`src/pkg/bridge_cfg_map.svh`:
```
`ifndef BRIDGE_CFG_MAP_SVH
`define BRIDGE_CFG_MAP_SVH

// ----------------------------------------------------------------------
// Register indices (byte address is four times the index)
// ----------------------------------------------------------------------
`define IDX_BRIDGE_SUBCLASS_CODE    8'h0A
`define IDX_BRIDGE_BASE_CLASS_CODE  8'h0B
`define IDX_LATENCY_SCRATCHPAD      8'h0D
`define IDX_HEADER_LAYOUT_TYPE      8'h0E
`define IDX_UPSTREAM_BUS_NUMBER     8'h18
`define IDX_DOWNSTREAM_BUS_NUMBER   8'h19
`define IDX_HIGHEST_BUS_BEHIND      8'h1A
`define IDX_DECODE_STATUS           8'h30

// ----------------------------------------------------------------------
// Fixed codes and reset values
// ----------------------------------------------------------------------
`define VAL_BRIDGE_CATEGORY         8'h04
`define VAL_CLASS_CATEGORY          8'h06
`define VAL_LAYOUT_TYPE             8'h01
`define VAL_UPSTREAM_BUS            8'h00
`define RST_LATENCY_SCRATCHPAD      8'h00
`define RST_DOWNSTREAM_BUS          8'h00
`define RST_HIGHEST_BUS             8'h00

// ----------------------------------------------------------------------
// Field positions
// ----------------------------------------------------------------------
`define SCRATCH_BITS_MSB            7
`define SCRATCH_BITS_LSB            3
`define SCRATCH_BITS_MASK           8'hF8
`define STATUS_WINDOW_VALID_BIT     0
`define STATUS_LAST_CLAIM_BIT       1

// ----------------------------------------------------------------------
// Bus geometry
// ----------------------------------------------------------------------
`define APB_ADDR_WIDTH              12
`define APB_DATA_WIDTH              32
`define APB_WORD_ADDR_LSB           2

`endif

```
`src/pkg/bridge_cfg_pkg.sv`:
```
`include "bridge_cfg_map.svh"

package bridge_cfg_pkg;

   // ----------------------------------------------------------------------
   // Types
   // ----------------------------------------------------------------------
   typedef logic [`APB_ADDR_WIDTH-1:0] apb_addr_t;
   typedef logic [`APB_DATA_WIDTH-1:0] apb_data_t;
   typedef logic [7:0]                 bus_num_t;

   typedef enum logic [2:0] {
      PH_IDLE   = 3'b001,
      PH_SETUP  = 3'b010,
      PH_ACCESS = 3'b100
   } apb_phase_e;

   typedef struct packed {
      apb_phase_e phase;
      logic [4:0] scratch_bits;
      bus_num_t   downstream_bus_field;
      bus_num_t   highest_bus_field;
      apb_data_t  prdata;
      logic       pslverr;
   } regs_s;

   typedef struct packed {
      logic claim;
      logic window_valid;
   } decode_s;

endpackage

```
`src/hdl/bus_range_decoder.sv`:
```
`timescale 1ns/10ps
`default_nettype none

module bus_range_decoder
   import bridge_cfg_pkg::*;
(
   input  wire logic                      clk_in,
   input  wire logic                      rst_b_in,
   input  wire bridge_cfg_pkg::bus_num_t  target_bus_in,
   input  wire logic                      target_valid_in,
   input  wire bridge_cfg_pkg::bus_num_t  downstream_bus_in,
   input  wire bridge_cfg_pkg::bus_num_t  highest_bus_in,
   output logic                           claim_out,
   output logic                           window_valid_out
);

   decode_s state_r;
   decode_s state_nxt;

   // ----------------------------------------------------------------------
   // Range check
   // ----------------------------------------------------------------------
   // An inverted window (highest below downstream) claims nothing, so a pair with only
   // the downstream number written (above 0) cannot steal cycles meant for bus 0.
   always_comb begin
      state_nxt              = state_r;
      state_nxt.window_valid = (highest_bus_in >= downstream_bus_in);
      state_nxt.claim        = target_valid_in
                               && (target_bus_in >= downstream_bus_in)
                               && (target_bus_in <= highest_bus_in);
   end

   always_ff @(posedge clk_in) begin
      if (!rst_b_in) begin
         state_r <= '0;
      end else begin
         state_r <= state_nxt;
      end
   end

   assign claim_out        = state_r.claim;
   assign window_valid_out = state_r.window_valid;

endmodule // bus_range_decoder

`default_nettype wire

```
`src/hdl/bridge_cfg_header.sv`:
```
// Operation
// - Sub-class byte is read-only and always returns code 04h.
// - Base-class byte is read-only and always returns code 06h.
// - Latency byte bits 7:3 are plain scratch storage with no internal effect.
// - Header-type byte always reads 01, single function with bridge layout.
// - Header-type location has no storage; writes there do nothing.
// - Upstream bus number reads as zero and cannot be written.
// - Downstream bus number is written by software; all eight bits read back.
// - Highest bus behind is software-programmed, stored and returned.
`timescale 1ns/10ps
`default_nettype none

`include "bridge_cfg_map.svh"

module bridge_cfg_header (
   input  wire logic                       CORE_CLK_IN,
   input  wire logic                       RST_B_IN,
   input  wire logic                       PSEL_IN,
   input  wire logic                       PENABLE_IN,
   input  wire logic                       PWRITE_IN,
   input  wire bridge_cfg_pkg::apb_addr_t  PADDR_IN,
   input  wire bridge_cfg_pkg::apb_data_t  PWDATA_IN,
   input  wire logic [3:0]                 PSTRB_IN,
   output logic                            PREADY_OUT,
   output bridge_cfg_pkg::apb_data_t       PRDATA_OUT,
   output logic                            PSLVERR_OUT,
   input  wire bridge_cfg_pkg::bus_num_t   TARGET_BUS_IN,
   input  wire logic                       TARGET_VALID_IN,
   output logic                            CLAIM_OUT,
   output bridge_cfg_pkg::bus_num_t        DOWNSTREAM_BUS_OUT,
   output bridge_cfg_pkg::bus_num_t        HIGHEST_BUS_OUT
);

   import bridge_cfg_pkg::*;

   // ----------------------------------------------------------------------
   // Declarations
   // ----------------------------------------------------------------------
   localparam int NUM_REGS = 8;

   localparam logic [7:0] REG_INDEX [NUM_REGS] = '{
      `IDX_BRIDGE_SUBCLASS_CODE,
      `IDX_BRIDGE_BASE_CLASS_CODE,
      `IDX_LATENCY_SCRATCHPAD,
      `IDX_HEADER_LAYOUT_TYPE,
      `IDX_UPSTREAM_BUS_NUMBER,
      `IDX_DOWNSTREAM_BUS_NUMBER,
      `IDX_HIGHEST_BUS_BEHIND,
      `IDX_DECODE_STATUS
   };

   localparam int SEL_SUBCLASS   = 0;
   localparam int SEL_BASE_CLASS = 1;
   localparam int SEL_LATENCY    = 2;
   localparam int SEL_LAYOUT     = 3;
   localparam int SEL_UPSTREAM   = 4;
   localparam int SEL_DOWNSTREAM = 5;
   localparam int SEL_HIGHEST    = 6;
   localparam int SEL_STATUS     = 7;

   regs_s               regs_r;
   regs_s               regs_nxt;
   logic [NUM_REGS-1:0] hit;
   logic                addr_aligned;
   logic                addr_in_page;
   logic                addr_mapped;
   logic [7:0]          word_index;
   logic                setup_phase;
   logic                access_done;
   logic                wr_done;
   logic                low_lane;
   logic [7:0]          wr_byte;
   logic [7:0]          rd_byte;
   logic                claim;
   logic                window_valid;

   // ----------------------------------------------------------------------
   // Address decode
   // ----------------------------------------------------------------------
   // Each register occupies one aligned word; unaligned addresses and
   // indices beyond eight bits are refused with an error.
   assign addr_aligned = (PADDR_IN[`APB_WORD_ADDR_LSB-1:0] == 2'h0);
   assign addr_in_page = (PADDR_IN[`APB_ADDR_WIDTH-1:`APB_WORD_ADDR_LSB+8]
                          == 2'h0);
   assign word_index   = PADDR_IN[`APB_WORD_ADDR_LSB+7:`APB_WORD_ADDR_LSB];

   genvar g;
   generate
      for (g = 0; g < NUM_REGS; g = g + 1) begin : g_hit
         assign hit[g] = addr_aligned && addr_in_page
                         && (word_index == REG_INDEX[g]);
      end
   endgenerate

   assign addr_mapped = |hit;

   // ----------------------------------------------------------------------
   // Transfer phases
   // ----------------------------------------------------------------------
   // The slave never inserts wait states: the access phase completes at
   // its first edge, so read data is prepared during the setup cycle.
   assign setup_phase = PSEL_IN && !PENABLE_IN;
   assign access_done = PSEL_IN && PENABLE_IN;
   assign PREADY_OUT  = access_done;
   // A write commits only in an access phase that followed a setup cycle,
   // so a stray enable without a setup cannot disturb the stored bytes.
   assign wr_done     = access_done && (regs_r.phase == PH_SETUP)
                        && PWRITE_IN && addr_mapped;
   assign low_lane    = PSTRB_IN[0];
   assign wr_byte     = PWDATA_IN[7:0];

   // ----------------------------------------------------------------------
   // Read multiplexer
   // ----------------------------------------------------------------------
   always_comb begin
      rd_byte = 8'h00;
      case (1'b1)
         hit[SEL_SUBCLASS]: begin
            rd_byte = `VAL_BRIDGE_CATEGORY;
         end
         hit[SEL_BASE_CLASS]: begin
            rd_byte = `VAL_CLASS_CATEGORY;
         end
         hit[SEL_LATENCY]: begin
            // The low three bits are reserved and always zero.
            rd_byte = {regs_r.scratch_bits, 3'h0};
         end
         hit[SEL_LAYOUT]: begin
            rd_byte = `VAL_LAYOUT_TYPE;
         end
         hit[SEL_UPSTREAM]: begin
            rd_byte = `VAL_UPSTREAM_BUS;
         end
         hit[SEL_DOWNSTREAM]: begin
            rd_byte = regs_r.downstream_bus_field;
         end
         hit[SEL_HIGHEST]: begin
            rd_byte = regs_r.highest_bus_field;
         end
         hit[SEL_STATUS]: begin
            rd_byte = 8'h00;
            rd_byte[`STATUS_WINDOW_VALID_BIT] = window_valid;
            rd_byte[`STATUS_LAST_CLAIM_BIT]   = claim;
         end
         default: begin
            rd_byte = 8'h00;
         end
      endcase
   end

   // ----------------------------------------------------------------------
   // Next-state logic
   // ----------------------------------------------------------------------
   always_comb begin
      regs_nxt = regs_r;

      case (regs_r.phase)
         PH_IDLE: begin
            if (setup_phase) begin
               regs_nxt.phase = PH_SETUP;
            end
         end
         PH_SETUP: begin
            if (access_done) begin
               regs_nxt.phase = PH_ACCESS;
            end else if (!PSEL_IN) begin
               regs_nxt.phase = PH_IDLE;
            end
         end
         PH_ACCESS: begin
            if (setup_phase) begin
               regs_nxt.phase = PH_SETUP;
            end else begin
               regs_nxt.phase = PH_IDLE;
            end
         end
         default: begin
            regs_nxt.phase = PH_IDLE;
         end
      endcase

      // Read data and error are captured in the setup cycle and held
      // through the access phase; upper 24 bits always read as zero.
      if (setup_phase) begin
         regs_nxt.pslverr = !addr_mapped;
         if (!PWRITE_IN) begin
            regs_nxt.prdata = {24'h000000, rd_byte};
         end else begin
            regs_nxt.prdata = '0;
         end
      end

      // Only the low byte lane carries data. Writes to the read-only
      // codes, the layout byte and the status word are dropped, because
      // none of them has a storage element behind it.
      if (wr_done && low_lane) begin
         if (hit[SEL_LATENCY]) begin
            regs_nxt.scratch_bits =
               wr_byte[`SCRATCH_BITS_MSB:`SCRATCH_BITS_LSB];
         end
         if (hit[SEL_DOWNSTREAM]) begin
            regs_nxt.downstream_bus_field = wr_byte;
         end
         if (hit[SEL_HIGHEST]) begin
            regs_nxt.highest_bus_field = wr_byte;
         end
      end
   end

   // ----------------------------------------------------------------------
   // State register
   // ----------------------------------------------------------------------
   always_ff @(posedge CORE_CLK_IN) begin
      if (!RST_B_IN) begin
         regs_r.phase                <= PH_IDLE;
         regs_r.scratch_bits         <= 5'h00;
         regs_r.downstream_bus_field <= `RST_DOWNSTREAM_BUS;
         regs_r.highest_bus_field    <= `RST_HIGHEST_BUS;
         regs_r.prdata               <= '0;
         regs_r.pslverr              <= 1'b0;
      end else begin
         regs_r <= regs_nxt;
      end
   end

   // ----------------------------------------------------------------------
   // Bus-number window decode
   // ----------------------------------------------------------------------
   bus_range_decoder u_range (
      .clk_in            (CORE_CLK_IN),
      .rst_b_in          (RST_B_IN),
      .target_bus_in     (TARGET_BUS_IN),
      .target_valid_in   (TARGET_VALID_IN),
      .downstream_bus_in (regs_r.downstream_bus_field),
      .highest_bus_in    (regs_r.highest_bus_field),
      .claim_out         (claim),
      .window_valid_out  (window_valid)
   );

   // ----------------------------------------------------------------------
   // Outputs
   // ----------------------------------------------------------------------
   // Error is only shown in the access phase, as the bus requires.
   assign PRDATA_OUT         = regs_r.prdata;
   assign PSLVERR_OUT        = regs_r.pslverr && access_done;
   assign CLAIM_OUT          = claim;
   assign DOWNSTREAM_BUS_OUT = regs_r.downstream_bus_field;
   assign HIGHEST_BUS_OUT    = regs_r.highest_bus_field;

endmodule // bridge_cfg_header

`default_nettype wire

```
`config.mk`:
```
export PLATFORM = sky130hd
export DESIGN_NAME = bridge_cfg_header
export DESIGN_NICKNAME = d
export VERILOG_FILES = /design/src/pkg/bridge_cfg_pkg.sv /design/src/hdl/bus_range_decoder.sv /design/src/hdl/bridge_cfg_header.sv
export VERILOG_INCLUDE_DIRS = /design/src /design/src/pkg
export SDC_FILE = /design/constraint.sdc
export NUM_CORES = 1
export LEC_CHECK = 0
export BUFFER_PORTS_ARGS = -buffer_cell sky130_fd_sc_hd__buf_2
export CAP_MARGIN = 20
export CORE_UTILIZATION = 40
export CTS_BUF_LIST = sky130_fd_sc_hd__clkbuf_16
export CTS_CLUSTER_SIZE = 12
export DETAILED_ROUTE_END_ITERATION = 6
export HOLD_SLACK_MARGIN = 0.15
export PLACE_DENSITY = 0.65
export SYNTH_ARGS = -nofsm -noshare
export SYNTH_HDL_FRONTEND = slang
export SYNTH_SLANG_ARGS = --single-unit
export TNS_END_PERCENT = 20
```
`constraint.sdc`:
```
create_clock -name CORE_CLK_IN -period 2.2 [get_ports CORE_CLK_IN]
set_input_delay 0.33 -clock CORE_CLK_IN [delete_from_list [all_inputs] [get_ports CORE_CLK_IN]]
set_output_delay 0.33 -clock CORE_CLK_IN [all_outputs]
set_load 0.05 [all_outputs]
```
Word level (Yosys, flattened, before mapping)
Cells that the tools add are included.

Bits in registers: 59. Bits of input ports: 62. Output and inout bits: 51. Word-level logic and storage cells: 65.

$lt $le $gt $ge: 3. Eq/ne operators: 13. Multiplexer cells: 14. Reductions and logical operators: 27.

Operator list (number): two-way mux 8 bit (8); equality test 8 x 4 -> 1 bit, second input constant (4); equality test 8 x 5 -> 1 bit, second input constant (3); logical AND 1 bit (18); >= comparator 8 bit (2); two-way mux 3 bit (3); one-hot mux 3 bit (3 select lines) (1); equality test 8 x 6 -> 1 bit, second input constant (1); <= comparator 8 bit (1); AND reduction 2 bit (4); OR reduction 8 bit (1); zero test 2 bit (2); two-way mux 2 bit (2); equality test 3 x 1 -> 1 bit, second input constant (1); equality test 3 x 2 -> 1 bit, second input constant (1); equality test 3 bit, second input constant (1); inequality test 3 bit, second input constant (1); zero test 1 bit (2); inequality test 2 bit, second input constant (1).

Longest topological paths before layout
Depth after elaboration: 12. Gate-level depth with buffers: 7. Mapped depth without buffers: 7.

Hierarchy
Synthesis repeated with hierarchy kept, for this count alone.

Cell total of the unflattened synthesis: 314. Area total of the unflattened synthesis: 2743.9 µm².

Modules (own cells, without submodules): bridge_cfg_header (instances 1, cells an instance 238, area an instance 2094.5 µm², seq. area each 660.6 µm²); bus_range_decoder (instances 1, cells an instance 76, area an instance 649.4 µm², seq. area each 40.0 µm²).

Least setup slack after synthesis
No wires, ideal clock.

Path kind: input-to-reg. Start: input PADDR_IN[1]. End: register regs_r, in the netlist HIGHEST_BUS_OUT[3]. Setup time: 0.115 ns. Arrival time: 1.523 ns. Data required time: 2.085 ns. Path slack: 0.561 ns. Cell stages on the path: 6. Buffers on the path: 2. Path through: nor4_2 and2_1 clkbuf_2 nand4_4 buf_6 a31o_1.

Longest elaborated chain between the ends: 7. Elaborated cells between the ends (all ways): 14. Those cells by class: reduce/logical: 14.

RTL lines: start, declared (line bridge_cfg_header.sv:21) `input wire bridge_cfg_pkg::apb_addr_t PADDR_IN,`; zero test 2 bit * (line bridge_cfg_header.sv:82) `` assign addr_aligned = (PADDR_IN[`APB_WORD_ADDR_LSB-1:0] == 2'h0); ``; logical AND 1 bit * (line bridge_cfg_header.sv:90) `assign hit[g] = addr_aligned && addr_in_page`; logical AND 1 bit (line bridge_cfg_header.sv:91) `&& (word_index == REG_INDEX[g]);`; OR reduction 8 bit (line bridge_cfg_header.sv:95) `assign addr_mapped = |hit;`; logical AND 1 bit (line bridge_cfg_header.sv:108) `&& PWRITE_IN && addr_mapped;`; logical AND 1 bit (line bridge_cfg_header.sv:196) `if (wr_done && low_lane) begin`; AND reduction 2 bit (no line) *; end signal, assigned (line bridge_cfg_header.sv:222) `regs_r <= regs_nxt;`; end, declared (line bridge_cfg_header.sv:61) `regs_s regs_r;`.

Every way passes the cells marked *; elsewhere a longest branch is shown, timed or not. A chain may end at the register's enable or synchronous reset.

Worst setup path after layout
Start: input PADDR_IN[1]. End: register regs_r, in the netlist HIGHEST_BUS_OUT[0].

The elaborated chain is that of the path after synthesis.

==> impl_metrics.env <==
export IMPL_outcome="completed"
export IMPL_r2r_cells=4
export IMPL_synthFlopType="dfxtp_1"
export IMPL_die_h_um=82.5
export IMPL_hold_ws_ps=287
export IMPL_post_route_min_period_ps=1670
export IMPL_drc=0
export IMPL_routedWlPerCell_um=13.1
export IMPL_ant_nets=0
export IMPL_grt_pass1_wl_um=9420
export IMPL_syn_inst=323
export IMPL_antenna_found_initial=0
export IMPL_clkSlewWorstSetupHoldPaths_ps=50
export IMPL_cp_start_kind="primary input"
export IMPL_maxSlewHeadroom_pct=64.4
export IMPL_clock_sinks=35
export IMPL_ys_types=52
export IMPL_p_leak_nw=1.26
export IMPL_die_area_um2=6800
export IMPL_h_tree_depth=2
export IMPL_finalHoldViolations=0
export IMPL_cp_max_fo=16
export IMPL_track_usage_pct=18.5
export IMPL_crit_path_end_kind="flop"
export IMPL_ys_seq_area_share_pct=27.1
export IMPL_slew_viol_final=0
export IMPL_cts_setup_buffers=0
export IMPL_hpwlAfterDp_um=4600
export IMPL_cts_buffer_depth=2
export IMPL_rows=28
export IMPL_yosys_warnings=0
export IMPL_diodes=0
export IMPL_floorplan_initialDensity_pct=42.5
export IMPL_r2r_end="HIGHEST_BUS_OUT[0]"
export IMPL_worst_slew_pin_slew_ps=532
export IMPL_io_buffers=61
export IMPL_ctsResizeCount=0
export IMPL_via_per_inst=5.17
export IMPL_final_layout_size_suffix_gt1_share_pct=22.8
export IMPL_worstHoldPathCells=3
export IMPL_worstSetupPathType="primary input to flop"
export IMPL_vias=2244
export IMPL_r2r_start="regs_r[56]"
export IMPL_clock_root_buffer="clkbuf_16"
export IMPL_cts_buffers=5
export IMPL_postLayoutCoreUtil_pct=46.3
export IMPL_maxCapViolCount=0
export IMPL_final_cell_count_no_fill=434
export IMPL_area_growth_pct=9.03
export IMPL_wl_um=5690
export IMPL_worstHoldPathType="primary input to flop"
export IMPL_clock_latency_ps=280
export IMPL_ys_seq_elements=35
export IMPL_arrival_ps=1840
export IMPL_hold_buffers=0
export IMPL_whs_endpoint="u_range.claim_out"
export IMPL_nNetsFinal=446
export IMPL_fin_skew_ps=6.48
export IMPL_core_um2=6100
export IMPL_critPathLaunch="PADDR_IN[1]"
export IMPL_syn_area_per_cell_um2=8.02
export IMPL_r2r_setup_slack_ps=540
export IMPL_die_w_um=82.5
export IMPL_syn_cell_area_um2=2590
export IMPL_grt_overflow=0
export IMPL_placed_cells=428
export IMPL_cp_required_ps=2370
export IMPL_worstHoldStart="TARGET_VALID_IN"
export IMPL_setup_violations=0
export IMPL_timing_final_crit_share_pct=75.7
export IMPL_async_reset_ff_share_pct=0
export IMPL_dpl_cell_area_um2=2690
export IMPL_stdcell_area_um2=2820
export IMPL_setup_tns_ps=0
export IMPL_finalWeightedCongestion=0.802
export IMPL_synth_edf_count=0
export IMPL_ir_drop_mv=0.372
export IMPL_grt_pass1_vias=2028
export IMPL_grt_start_max_net_pins=27
export IMPL_p_per_area_nw_per_um2=547
export IMPL_drtIter0Drc=105
export IMPL_ios=113
export IMPL_cts_tree="built"
export IMPL_layout_commonest_cell="buf_2"
export IMPL_rsz0062_at_grt="no"
export IMPL_first_pass_iters=4
export IMPL_final_cell_mix="buf_2, dfxtp_1, nand2_1"
export IMPL_fmax_mhz=600
==> critical path, stage by stage <==
cell and delay [ps]:
buf_2 110, nor4_2 330, and2_1 420, nand4_4 310
a31o_2 330
==> Yosys cell counts, types with 4 or more instances <==
cell      number  area share [%]
nor2_1        25             3.6
nand3_1       17             3.3
nand2_1       30             4.3
nor2b_1        4            0.97
dfxtp_1       35              27
a31o_1         8             2.7
nand2b_1       4            0.97
buf_4         48              14
a22oi_1        5             1.4
ha_1          24              12
clkbuf_1       4            0.58
o21ai_0       19             3.7
inv_1         21             3.0
a21oi_1       21             4.1
==> routing by layer <==
layer / share of wire [%] / vias to the layer above / GRT usage (%) / wire, µm
li1: - / 1143 / - / -
met1: 48 / 1030 / 24.1 / 2720
met2: 45 / 65 / 29.2 / 2580
met3: 5.9 / 6 / 4.73 / 334
met4: 1.1 / 0 / 6.67 / 61
met5: 0 / - / 0 / 0
==> power by group <==
part	total (W)	switching (W)	internal, W
registers	0.000645	0.00000525	0.000640
clock network	0.000647	0.000242	0.000405
logic	0.000253	0.000187	0.0000656
==> stage by stage <==
step | power (W) | worst slack (ps)
3_3_place_gp | 0.000906 | 260
5_1_grt | 0.00161 | 439
2_1_floorplan | 0.000875 | 561
3_5_place_dp | 0.000910 | 240
4_1_cts | 0.00156 | 527
6_report | 0.00155 | 535
==> logic make-up (layout without fill, tap and decap cells) <==
logic type	after synthesis	after routing	share of synthesized area, %
mux	1	1	0.386
other cells	1	24	0.145
simple gates	101	101	21.1
compound gates	80	80	20.1
xor+xnor	1	1	0.338
flops	35	35	27.1
fa+ha+maj	24	24	11.6
buf+inv	80	93	19.3
==> sequential cells by signal (all words and copies together) (netlist names) <==
signal                    cells
regs_r                        9
u_range.window_valid_out      1
u_range.claim_out             1
DOWNSTREAM_BUS_OUT            8
HIGHEST_BUS_OUT               8
PRDATA_OUT                    8
==> final cells by class <==
cell class                 instances  area [µm²]
fill                             628        3270
multi-input combinational        231        1480
sequential                        35         701
timing repair buffer              66         343
clock buffer                       5         125
tap                               75        93.8
inverter                          21        78.8
clock inverter                     1        7.51
==> worst max path at each step <==
stage | to | slack [ps] | cells after the start
after floorplan | HIGHEST_BUS_OUT[3] | 560 | 6
after global placement | HIGHEST_BUS_OUT[0] | 260 | 5
after detailed placement | HIGHEST_BUS_OUT[0] | 240 | 5
after CTS | HIGHEST_BUS_OUT[0] | 530 | 5
after global routing | HIGHEST_BUS_OUT[0] | 440 | 5
final | HIGHEST_BUS_OUT[0] | 530 | 5
Note: power is estimated with default switching activity, not from simulation.
